## src/rtl/dmcs_defines.svh

```systemverilog
// constants for the development-mode configuration start-up block
`ifndef DMCS_DEFINES_SVH
`define DMCS_DEFINES_SVH

// ============================================================
// register map
`define DMCS_IFCTL_OFFSET 8'h06
`define DMCS_PORT_SEL_BIT 15
`define DMCS_ADDR_SEL_HI 14
`define DMCS_ADDR_SEL_LO 13
`define DMCS_CFG_DONE_BIT 12
`define DMCS_RELOAD_BIT 11
`define DMCS_MODE_HI 1
`define DMCS_MODE_LO 0

// ============================================================
// reset values
`define DMCS_PORT_SEL_RST 1'h1
`define DMCS_ADDR_SEL_RST 2'h0
`define DMCS_CFG_DONE_RST 1'h0
`define DMCS_RELOAD_RST 1'h1
`define DMCS_MODE_DEV 2'h0

// ============================================================
// slave addresses, seven bit
`define DMCS_SEC_ADDR 7'h34
`define DMCS_PRI_ADDR_0 7'h34
`define DMCS_PRI_ADDR_1 7'h36
`define DMCS_PRI_ADDR_2 7'h3C
`define DMCS_PRI_ADDR_3 7'h3E

// ============================================================
// timing
`define DMCS_SETUP_TIME_MS 100
`define DMCS_CLK_KHZ 20000

`endif

```

## src/rtl/dmcs_pkg.sv

```systemverilog
// types shared by the development-mode configuration start-up block
package dmcs_pkg;

    // ============================================================
    // start-up sequence states
    typedef enum logic [2:0]
    {
        S_OFF = 3'b001,
        S_WAIT = 3'b010,
        S_UP = 3'b100
    } dmcs_state_t;

    // ============================================================
    // whole state of the block
    typedef struct packed
    {
        dmcs_state_t state;
        logic [1:0] mode;
        logic prev_off;
        logic port_sel;
        logic [1:0] addr_sel;
        logic cfg_done;
        logic reload;
        logic first_up;
        logic req_out;
        logic req_oe;
        logic [31:0] timer;
        logic start_pulse;
        logic timeout_pulse;
        logic clear_pulse;
        logic immediate_en;
        logic [15:0] rdata;
        logic rvalid;
        logic use_sec;
        logic [6:0] pri_addr;
        logic sda_to_engine;
        logic scl_to_engine;
        logic pri_sda_oe;
        logic sec_sda_oe;
        logic pin_low;
    } dmcs_regs_t;

endpackage : dmcs_pkg

```

## src/rtl/dmcs_top.sv

```systemverilog
// development-mode configuration start-up: port steering, request pin, done gate
`include "dmcs_defines.svh"

module dmcs_top #(
    parameter int SETUP_TIMEOUT_CYCLES = `DMCS_SETUP_TIME_MS * `DMCS_CLK_KHZ
) (
    // clock, enable, reset
    input wire logic clock,
    input wire logic clk_en,
    input wire logic resetn,
    // mode straps
    input wire logic cfg_mode_pin_hi,
    input wire logic cfg_mode_pin_lo,
    // power state machine
    input wire logic state_off,
    input wire logic on_event,
    output logic start_powerup,
    output logic setup_timeout,
    output logic regs_clear,
    output logic supply_immediate,
    // decoded register access from the two-wire engine
    input wire logic reg_wr_en,
    input wire logic reg_rd_en,
    input wire logic [7:0] reg_addr,
    input wire logic [15:0] reg_wdata,
    input wire logic reg_from_secondary,
    output logic [15:0] reg_rdata,
    output logic reg_rvalid,
    // two-wire engine side of the pin steering
    input wire logic engine_sda_low,
    output logic engine_sda_in,
    output logic engine_scl_in,
    output logic use_secondary,
    output logic [6:0] primary_slave_addr,
    // primary pins
    input wire logic primary_data_pin_i,
    input wire logic primary_clock_pin_i,
    output logic primary_data_pin_o,
    output logic primary_data_pin_oe,
    // secondary pins
    input wire logic secondary_data_pin_i,
    input wire logic secondary_clock_pin_i,
    output logic secondary_data_pin_o,
    output logic secondary_data_pin_oe,
    // configuration request pin
    output logic config_request_out,
    output logic config_request_oe
);

    // ============================================================
    // elaboration checks
    if (SETUP_TIMEOUT_CYCLES < 2)
    begin : g_bad_limit
        $error("SETUP_TIMEOUT_CYCLES must be at least 2");
    end

    // ============================================================
    // helpers
    // primary address from the two-bit select code
    function automatic logic [6:0] pri_addr_of(input logic [1:0] sel);
        unique case (sel)
            2'h0: pri_addr_of = `DMCS_PRI_ADDR_0;
            2'h1: pri_addr_of = `DMCS_PRI_ADDR_1;
            2'h2: pri_addr_of = `DMCS_PRI_ADDR_2;
            2'h3: pri_addr_of = `DMCS_PRI_ADDR_3;
        endcase
    endfunction : pri_addr_of

    // development mode is both strap pins low
    function automatic logic is_dev(input logic [1:0] m);
        is_dev = (m == `DMCS_MODE_DEV);
    endfunction : is_dev

    localparam logic [31:0] LIMIT_LAST = 32'(SETUP_TIMEOUT_CYCLES - 1);

    dmcs_pkg::dmcs_regs_t q, d;
    logic dev;
    logic enter_off;
    logic port_ok;
    logic hit;

    assign dev = is_dev(q.mode);
    assign enter_off = state_off && !q.prev_off;
    // only the port currently steered to the engine may touch the register
    assign port_ok = q.use_sec ? reg_from_secondary : !reg_from_secondary;
    assign hit = (reg_addr == `DMCS_IFCTL_OFFSET);

    // ============================================================
    // next state
    always_comb
    begin
        d = q;
        d.start_pulse = 1'b0;
        d.timeout_pulse = 1'b0;
        d.clear_pulse = 1'b0;
        d.rvalid = 1'b0;
        d.prev_off = state_off;
        // straps are tied, so sampling them while OFF is enough
        if (state_off)
        begin
            d.mode = {cfg_mode_pin_hi, cfg_mode_pin_lo};
        end
        // register writes, accepted in any power state
        if (reg_wr_en && hit && port_ok)
        begin
            d.port_sel = reg_wdata[`DMCS_PORT_SEL_BIT];
            if (dev && reg_from_secondary)
            begin
                d.addr_sel = reg_wdata[`DMCS_ADDR_SEL_HI:`DMCS_ADDR_SEL_LO];
            end
            d.cfg_done = reg_wdata[`DMCS_CFG_DONE_BIT];
            d.reload = reg_wdata[`DMCS_RELOAD_BIT];
        end
        // register reads: unmapped offsets read as zero
        if (reg_rd_en && port_ok)
        begin
            d.rvalid = 1'b1;
            d.rdata = '0;
            if (hit)
            begin
                d.rdata[`DMCS_PORT_SEL_BIT] = q.port_sel;
                d.rdata[`DMCS_ADDR_SEL_HI:`DMCS_ADDR_SEL_LO] = q.addr_sel;
                d.rdata[`DMCS_CFG_DONE_BIT] = q.cfg_done;
                d.rdata[`DMCS_RELOAD_BIT] = q.reload;
                d.rdata[`DMCS_MODE_HI:`DMCS_MODE_LO] = q.mode;
            end
        end
        // start-up sequence
        unique case (q.state)
            dmcs_pkg::S_OFF:
            begin
                if (on_event)
                begin
                    if (!is_dev(d.mode) || (q.first_up && !q.reload))
                    begin
                        d.start_pulse = 1'b1;
                        d.first_up = 1'b1;
                        d.state = dmcs_pkg::S_UP;
                    end
                    else
                    begin
                        d.req_out = 1'b1;
                        d.timer = '0;
                        d.state = dmcs_pkg::S_WAIT;
                    end
                end
            end
            dmcs_pkg::S_WAIT:
            begin
                if (q.cfg_done && dev)
                begin
                    d.start_pulse = 1'b1;
                    d.first_up = 1'b1;
                    d.state = dmcs_pkg::S_UP;
                end
                else if (q.timer == LIMIT_LAST)
                begin
                    d.timeout_pulse = 1'b1;
                    d.state = dmcs_pkg::S_OFF;
                end
                else
                begin
                    d.timer = q.timer + 32'h0000_0001;
                end
            end
            dmcs_pkg::S_UP:
            begin
                d.state = dmcs_pkg::S_UP;
            end
        endcase
        // entering OFF wins over the state chosen above, and over register writes when reload is set
        if (enter_off)
        begin
            d.state = dmcs_pkg::S_OFF;
            if (q.reload)
            begin
                d.port_sel = `DMCS_PORT_SEL_RST;
                d.addr_sel = `DMCS_ADDR_SEL_RST;
                d.cfg_done = `DMCS_CFG_DONE_RST;
                d.reload = `DMCS_RELOAD_RST;
                d.clear_pulse = 1'b1;
            end
            if (q.reload || !q.first_up)
            begin
                d.req_out = 1'b0;
            end
        end
        // supplies enabled once ACTIVE skip slot sequencing
        d.immediate_en = (d.state == dmcs_pkg::S_UP);
        d.req_oe = is_dev(d.mode);
        // custom modes ignore both select fields
        d.use_sec = is_dev(d.mode) && d.port_sel;
        d.pri_addr = is_dev(d.mode) ? pri_addr_of(d.addr_sel) : `DMCS_PRI_ADDR_0;
        // pin steering; registered to keep outputs glitch free
        d.sda_to_engine = q.use_sec ? secondary_data_pin_i : primary_data_pin_i;
        d.scl_to_engine = q.use_sec ? secondary_clock_pin_i : primary_clock_pin_i;
        d.pri_sda_oe = !q.use_sec && engine_sda_low;
        d.sec_sda_oe = q.use_sec && engine_sda_low;
    end

    // ============================================================
    // state register
    always_ff @(posedge clock or negedge resetn)
    begin
        if (!resetn)
        begin
            q <= '0;
            q.state <= dmcs_pkg::S_OFF;
            q.mode <= `DMCS_MODE_DEV;
            q.prev_off <= 1'b1;
            q.port_sel <= `DMCS_PORT_SEL_RST;
            q.addr_sel <= `DMCS_ADDR_SEL_RST;
            q.cfg_done <= `DMCS_CFG_DONE_RST;
            q.reload <= `DMCS_RELOAD_RST;
            q.req_oe <= 1'b1;
            q.use_sec <= 1'b1;
            q.pri_addr <= `DMCS_PRI_ADDR_0;
            q.sda_to_engine <= 1'b1;
            q.scl_to_engine <= 1'b1;
        end
        else if (clk_en)
        begin
            q <= d;
        end
    end

    // ============================================================
    // outputs, all straight from the state register
    assign start_powerup = q.start_pulse;
    assign setup_timeout = q.timeout_pulse;
    assign regs_clear = q.clear_pulse;
    assign supply_immediate = q.immediate_en;
    assign reg_rdata = q.rdata;
    assign reg_rvalid = q.rvalid;
    assign engine_sda_in = q.sda_to_engine;
    assign engine_scl_in = q.scl_to_engine;
    assign use_secondary = q.use_sec; // engine answers here at its fixed address
    assign primary_slave_addr = q.pri_addr;
    assign primary_data_pin_o = q.pin_low;
    assign primary_data_pin_oe = q.pri_sda_oe;
    assign secondary_data_pin_o = q.pin_low;
    assign secondary_data_pin_oe = q.sec_sda_oe;
    assign config_request_out = q.req_out;
    assign config_request_oe = q.req_oe;
endmodule : dmcs_top

```

## config.mk

```make
export PLATFORM = sky130hd
export DESIGN_NAME = dmcs_top
export DESIGN_NICKNAME = d
export VERILOG_FILES = /design/src/rtl/dmcs_pkg.sv /design/src/rtl/dmcs_top.sv
export VERILOG_INCLUDE_DIRS = /design/src /design/src/rtl
export SDC_FILE = /design/constraint.sdc
export NUM_CORES = 1
export LEC_CHECK = 0
export BUFFER_PORTS_ARGS = -buffer_cell sky130_fd_sc_hd__buf_4
export CAP_MARGIN = 0
export CORE_MARGIN = 8
export CORE_UTILIZATION = 55
export DETAILED_ROUTE_END_ITERATION = 16
export PLACE_DENSITY = 0.78
export SETUP_SLACK_MARGIN = 0.05
export SYNTH_ARGS = -nofsm -noshare
export SYNTH_HDL_FRONTEND = slang
export SYNTH_SLANG_ARGS = --single-unit
```

## constraint.sdc

```tcl
create_clock -name clock -period 3.5 [get_ports clock]
set_clock_uncertainty 0.15 [all_clocks]
set_input_delay 0.35 -clock clock [delete_from_list [all_inputs] [get_ports clock]]
set_output_delay 0.35 -clock clock [all_outputs]
set_load 0.1 [all_outputs]
```

==> results of run 1 <==
==> where the power goes <==
group / switching [uW] / internal, uW
Clock: 280 / 347
Combinational: 298 / 97.0
Sequential: 48.6 / 800
Total: 627 / 1240
==> layer usage <==
layer	vias up	wire, microns
li1	1470	-
met1	1455	3810
met2	96	3910
met3	9	645
met4	0	90
met5	-	0
==> cells in the mapped netlist, drive strengths merged (2+ instances only) <==
| cell | number | area share |
|---|---|---|
| and3 | 5 | 0.0087 |
| o32ai | 3 | 0.0073 |
| nand4 | 3 | 0.0052 |
| or3 | 12 | 0.021 |
| conb | 2 | 0.0021 |
| mux2i | 7 | 0.019 |
| nand4b | 2 | 0.0048 |
| buf | 31 | 0.061 |
| o41ai | 2 | 0.0048 |
| o21ai | 26 | 0.036 |
| nor3 | 3 | 0.0042 |
| or4 | 19 | 0.042 |
| or4b | 2 | 0.0055 |
| nand3 | 22 | 0.030 |
| nor4b | 2 | 0.0048 |
| nor4 | 5 | 0.013 |
| and2 | 2 | 0.0035 |
| o2111ai | 3 | 0.0073 |
| a22o | 9 | 0.022 |
| mux2 | 2 | 0.0062 |
| o32a | 3 | 0.0083 |
| a21oi | 37 | 0.051 |
| inv | 19 | 0.020 |
| dfstp | 8 | 0.058 |
| nor4bb | 2 | 0.0055 |
| o2bb2ai | 2 | 0.0048 |
| dfrtp | 57 | 0.39 |
| nand2 | 29 | 0.030 |
| nand2b | 5 | 0.0087 |
| clkbuf | 10 | 0.010 |
| o31ai | 18 | 0.037 |
| nor2 | 15 | 0.016 |
| xnor2 | 2 | 0.0048 |
| or3b | 3 | 0.0073 |
| nor2b | 3 | 0.0052 |
==> per-stage QoR <==
step	worst slack (ps)	hold WS [ps]	cells	instance area (sq um)	power [uW]
after CTS	857	72.3	502	4080	1880
after global routing	594	90.6	502	4080	1940
final	816	77.9	502	4080	1870
after global placement	905	308	485	3880	1250
after detailed placement	859	313	485	3880	1250
after floorplan	1050	-95.6	399	3670	1170
==> critical path: cells and delay by family (launching register included) <==
kind | cells | cell delay [ps]
AOI/OAI and AO/OA | 3 | 1100
DFF | 1 | 610
and+or+nand+nor | 2 | 750
==> cells by family (layout without fill, tap and decap cells) <==
| kind of cell | Yosys count | in the layout | share of synthesized area |
|---|---|---|---|
| flip-flops | 65 | 65 | 0.453 |
| adder cells (fa/ha/maj) | 1 | 1 | 0.00346 |
| buffers and inverters | 60 | 86 | 0.0907 |
| AND/OR/NAND/NOR | 136 | 136 | 0.219 |
| XOR/XNOR | 2 | 2 | 0.00485 |
| multiplexers | 9 | 9 | 0.0256 |
| AO/OA/AOI/OAI | 110 | 110 | 0.202 |
| other | 2 | 16 | 0.00208 |
==> cell type report <==
| type | instances | area, sq um | share of cell area |
|---|---|---|---|
| inverters | 19 | 71.3 | 0.0175 |
| clock buffers | 13 | 149 | 0.0365 |
| repair buffers | 51 | 385 | 0.0944 |
| well taps | 77 | 96.3 | 0.0236 |
| multi-input cells | 274 | 1700 | 0.417 |
| flip-flops and latches | 65 | 1640 | 0.401 |
| clock inverters | 3 | 40.0 | 0.00981 |
==> worst max-delay path by stage <==
stage | start | end | slack [ps] | cells past startpoint
floorplan | q[48]$_DFFE_PN0P_ | q[36]$_DFFE_PN0P_ | 1050 | 5
global placement | q[48]$_DFFE_PN0P_ | q[37]$_DFFE_PN0P_ | 900 | 5
CTS | q[48]$_DFFE_PN0P_ | q[38]$_DFFE_PN0P_ | 860 | 5
global route | q[77]$_DFFE_PN1P_ | q[37]$_DFFE_PN0P_ | 590 | 5
finish | q[77]$_DFFE_PN1P_ | q[38]$_DFFE_PN0P_ | 820 | 5
detailed placement | cfg_mode_pin_lo | q[38]$_DFFE_PN0P_ | 860 | 6
==> qor.tcl, run 1 <==
set qor(post_route_cells_drive_above_1_share) 0.198
set qor(synth_ff_type) {dfrtp_1}
set qor(count_of_nets_after_finishing) 460
set qor(layout.cells.most_common_list) {dfrtp_1 (57), buf_4 (50), a21oi_1 (37)}
set qor(max_reg_flops) 44
set qor(synth-edff-count) 0
set qor(worst_hold_path_type) {input pin to register}
set qor(syn2layout_area_growth_pct) 12.9
set qor(setup_viol) 0
set qor(worstSkewPairLatency_ps) 340
set qor(met3_usage) 0.0647
set qor(cts.sinks) 65
set qor(grt_pass1_vias) 2974
set qor(synth.yosys.seq_area_share) 0.453
set qor(synth_async_sr_flop_share) 1.00
set qor(cpMaxStageDelayCell) {dfstp_2}
set qor(cts_repair_resize_count) 0
set qor(use_met2) 0.264
set qor(worstPathCellList) {nor3b_1 > a311oi_2 > o21ai_1 > or4_1 > a21oi_1}
set qor(power.static_leakage_uw) 0.00174
set qor(period_minus_slack_ps) 2680
set qor(cp.required_ps) 3620
set qor(vias) 3030
set qor(detailedRoute.firstIterationViolations) 188
set qor(rsz0062_at_grt) {no}
set qor(worst_hold_path.num_cells) 3
set qor(cts_made_buffers) 9
set qor(detailedRoute.firstPassIterationCount) 4
set qor(slew_headroom) 0.439
set qor(vdd.ir_drop.worst_mv) 0.265
set qor(grt_start_max_net_pins) 66
set qor(postCtsSetupBuffers) 0
set qor(synth-seq-cells) 65
set qor(buffer_ports.inserted) 48
set qor(synth.distinct_cells) 52
set qor(initial_standard_cell_utilization_of_the_core) 0.569
set qor(viasPerCell) 6.04
set qor(nFillCells) 516
set qor(holdPathEnd) {q[69]$_DFFE_PN1P_}
set qor(floorplan_core_area_sq_mm) 0.00635
set qor(tightestPinTransition_ps) 835
set qor(grt_pass1_wl_microns) 14400
set qor(hpwlAfterDp_microns) 6030
set qor(postSynthAreaPerCell_sq_um) 9.39
set qor(cp_max_fo) 14
set qor(reg2regPathDepth) 5
set qor(cpPeakStageDelay_ps) 610
set qor(start_kind) {register}
set qor(tns_ps) 0
set qor(ios) 76
set qor(remaining_antenna_violation_count_after_routing) 0
set qor(clock_tree.root_cell) {clkbuf_8}
set qor(number_of_instances_in_the_synthesized_netlist) 385
set qor(critPathArrivalTime_ps) 2800
set qor(floorplan.die_area_sq_mm) 0.00942
set qor(fp.dieH_microns) 97.1
set qor(grt.overflow.total) 0
set qor(final_core_util) 0.643
set qor(status) {completed}
set qor(holdBufCountCts) 1
set qor(final_wl_microns) 8460
set qor(synth.yosys.warnings) 0
set qor(maxCapViolations) 0
set qor(layout_worst_path_cycle_share) 0.767
set qor(global_route.peak_usage_layer) {met2}
set qor(reg2reg_from) {q[77]$_DFFE_PN1P_}
set qor(hold_viol_final) 0
set qor(largest_register) {q}
set qor(buffer_levels_on_the_longest_clock_path) 2
set qor(groute.usage.overall) 0.182
set qor(mostFrequentLayoutCell) {dfrtp_1}
set qor(worst_setup_path_end_kind) {register}
set qor(gp_congestion) 0.852
set qor(antenna_cells_inserted) 0
set qor(regToRegEndpoint) {q[38]$_DFFE_PN0P_}
set qor(placement_rows) 29
set qor(antenna_found_initial) 0
set qor(cts_htree_levels) 3
set qor(grt_use_met1) 0.244
set qor(syn-cell-area_sq_mm) 0.00361
set qor(finalMaxSlewViolations) 0
set qor(power-per-cell-area_mw_per_mm2) 459
set qor(reg2reg_setup_slack_ps) 820
set qor(die-width_microns) 97.1
set qor(cts_tree) {built}
set qor(worstHoldStart) {reg_wdata[11]}
set qor(cts.clk_slew.worst_paths_ps) 70
set qor(post_drt_wl_per_cell_microns) 16.8
set qor(drt_drc_violations_left) 0
set qor(max_freq_mhz) 373
set qor(criticalPathCategory) {register to register}
Note: power is estimated with default switching activity, not from simulation.
==> run 2, diff against run 1 <==
clock period = 2.75 ns   (was 3.5 ns; I/O delays follow)
==> qor.tcl, run 2 (synthesized netlist as in run 1, its figures left out) <==
set qor(final.hold.worst_slack_ps) 9.70 ;# -68.2 ps
set qor(cts_tree) {built}
set qor(worst_hold_path.num_cells) 2 ;# -1
set qor(holdPathEnd) {q[76]$_DFFE_PN0P_}
set qor(antenna_cells_inserted) 0 ;# unchanged
set qor(syn2layout_area_growth_pct) 16.8
set qor(cp_max_fo) 6 ;# -8
set qor(vdd.ir_drop.worst_mv) 0.378 ;# +43%
set qor(reg2reg_setup_slack_ps) 150 ;# -670 ps
set qor(start_kind) {register}
set qor(critPathArrivalTime_ps) 2720 ;# -80 ps
set qor(remaining_antenna_violation_count_after_routing) 0 ;# unchanged
set qor(final_cell_count_no_fill) 517 ;# +3.0%
set qor(dp.cells) 496 ;# +2.3%
set qor(tns_ps) 0 ;# unchanged
set qor(drt_drc_violations_left) 0 ;# unchanged
set qor(groute.usage.overall) 0.178 ;# -0.00433
set qor(period_minus_slack_ps) 2600 ;# -81.8 ps
set qor(cts.clk_slew.worst_paths_ps) 70 ;# about the same
set qor(hold_viol_final) 0 ;# unchanged
set qor(clock_tree.root_cell) {clkbuf_8}
set qor(worst_hold_path_type) {input pin to register}
set qor(vias) 3074 ;# +1.5%
set qor(ff_latch_area_sq_mm) 0.00164 ;# +0.15%
set qor(cp.required_ps) 2870 ;# -750 ps
set qor(worst_setup_path_end_kind) {register}
set qor(largest_register) {q}
set qor(initial_standard_cell_utilization_of_the_core) 0.569 ;# unchanged
set qor(antenna_found_initial) 0 ;# unchanged
set qor(nFillCells) 506 ;# -1.9%
set qor(cts.sinks) 65 ;# unchanged
set qor(layout.cells.most_common_list) {buf_4 (63), dfrtp_1 (55), a21oi_1 (37)}
set qor(die-width_microns) 97.1 ;# unchanged
set qor(rsz0062_at_grt) {yes}
set qor(floorplan_core_area_sq_mm) 0.00635 ;# unchanged
set qor(layout_worst_path_cycle_share) 0.946 ;# +0.179
set qor(reg2reg_from) {q[48]$_DFFE_PN0P_}
set qor(placement_rows) 29 ;# unchanged
set qor(gp_congestion) 0.905 ;# +6.3%
set qor(grt_start_max_net_pins) 66 ;# unchanged
set qor(mostFrequentLayoutCell) {buf_4}
set qor(power-per-cell-area_mw_per_mm2) 574 ;# +25%
set qor(max_reg_flops) 44 ;# unchanged
set qor(grt_pass1_vias) 2916 ;# -2.0%
set qor(slew_headroom) 0.456 ;# +0.0165
set qor(count_of_nets_after_finishing) 475 ;# +3.3%
set qor(post_route_cells_drive_above_1_share) 0.234 ;# +0.0364
set qor(detailedRoute.firstIterationViolations) 183 ;# -2.7%
set qor(max_freq_mhz) 384 ;# +3.1%
set qor(cts_htree_levels) 3 ;# unchanged
set qor(fp.dieH_microns) 97.1 ;# unchanged
set qor(finalMaxSlewViolations) 0 ;# unchanged
set qor(cts_made_buffers) 9 ;# unchanged
set qor(buffer_levels_on_the_longest_clock_path) 2 ;# unchanged
set qor(criticalPathCategory) {register to register}
set qor(grt_pass1_wl_microns) 14000 ;# -2.9%
set qor(reg2regPathDepth) 5 ;# unchanged
set qor(grt.overflow.total) 0 ;# unchanged
set qor(post_drt_wl_per_cell_microns) 16.4 ;# -2.5%
set qor(power.static_leakage_uw) 0.00181 ;# +4.0%
set qor(maxCapViolations) 0 ;# unchanged
set qor(viasPerCell) 5.95 ;# -1.5%
set qor(multiInputGateArea_sq_mm) 0.00171 ;# +0.66%
set qor(status) {completed}
set qor(final_wl_microns) 8490 ;# +0.45%
set qor(floorplan.die_area_sq_mm) 0.00942 ;# unchanged
set qor(tightestPinTransition_ps) 811 ;# -24.6 ps
set qor(buffer_ports.inserted) 48 ;# unchanged
set qor(ios) 76 ;# unchanged
set qor(worstSkewPairLatency_ps) 350 ;# about the same
set qor(regToRegEndpoint) {q[36]$_DFFE_PN0P_}
set qor(hpwlAfterDp_microns) 6050 ;# +0.36%
set qor(detailedRoute.firstPassIterationCount) 4 ;# unchanged
set qor(worstHoldStart) {cfg_mode_pin_hi}
set qor(setup_viol) 0 ;# unchanged
run 2: cell types whose count changed in the layout (fill, tap and decap cells not counted), sizes merged:
cell	change
dlygate4sd3	+2
clkinvlp	+1
clkinv	+2
clkbuf	-3
buf	+13
run 2: worst max-delay path by stage:
| stage | from | endpoint | slack (ps) | cells after the start |
|---|---|---|---|---|
| 3_5_place_dp | cfg_mode_pin_lo | q[48]$_DFFE_PN0P_ | 150 | 7 |
| 6_report | q[48]$_DFFE_PN0P_ | q[36]$_DFFE_PN0P_ | 150 | 5 |
| 4_1_cts | q[48]$_DFFE_PN0P_ | q[43]$_DFFE_PN0P_ | 140 | 5 |
| 2_1_floorplan | q[48]$_DFFE_PN0P_ | q[36]$_DFFE_PN0P_ | 300 | 5 |
| 5_1_grt | q[77]$_DFFE_PN1P_ | q[47]$_DFFE_PN0P_ | 50 | 6 |
| 3_3_place_gp | cfg_mode_pin_lo | q[48]$_DFFE_PN0P_ | 180 | 7 |
run 2: area by class of cell:
| type | instances | area share |
|---|---|---|
| Timing Repair Buffer | 66 | 0.119 |
| Clock inverter | 6 | 0.0163 |
| Inverter | 19 | 0.0169 |
| Multi-Input combinational cell | 274 | 0.406 |
| Clock buffer | 10 | 0.0302 |
| Tap cell | 77 | 0.0228 |
| Sequential cell | 65 | 0.388 |
run 2: per-stage QoR:
stage          cell area [sq um]  setup slack, ps   util  power (uW)
3_5_place_dp                3960              152  0.624        1610
3_3_place_gp                3960              180  0.624        1600
6_report                    4220              148  0.664        2420
5_1_grt                     4220             46.6  0.664        2520
4_1_cts                     4190              138  0.660        2430
2_1_floorplan               3670              295      -        1490
run 2: per-layer routing:
metal | share of wire | routed length (microns) | global-route usage | vias to the layer above
met4 | 0.015 | 126 | 0.0840 | 0
met3 | 0.078 | 664 | 0.0626 | 10
met5 | 0 | 0 | 0 | -
met2 | 0.46 | 3930 | 0.263 | 94
met1 | 0.44 | 3770 | 0.227 | 1481
li1 | - | - | - | 1489
run 2: report_power, final:
part           internal [uW]  switching [uW]
Combinational            137             390
Clock                    422             399
Sequential              1020            55.7
Total                   1580             845
run 2: what timing repair did:
action / CTS / global route
buffers inserted: 0 / 2
endpoints found under the hold margin: 59 / 0
resized for setup: 0 / 4
setup endpoints to repair: 0 / 2
hold buffers: 3 / 0
run 2: critical path: stages, from the launching register on:
cell	delay [ps]
dfrtp_2	450
or4b_1	530
or4_4	530
or4_4	570
nand3_1	120
mux2i_1	180
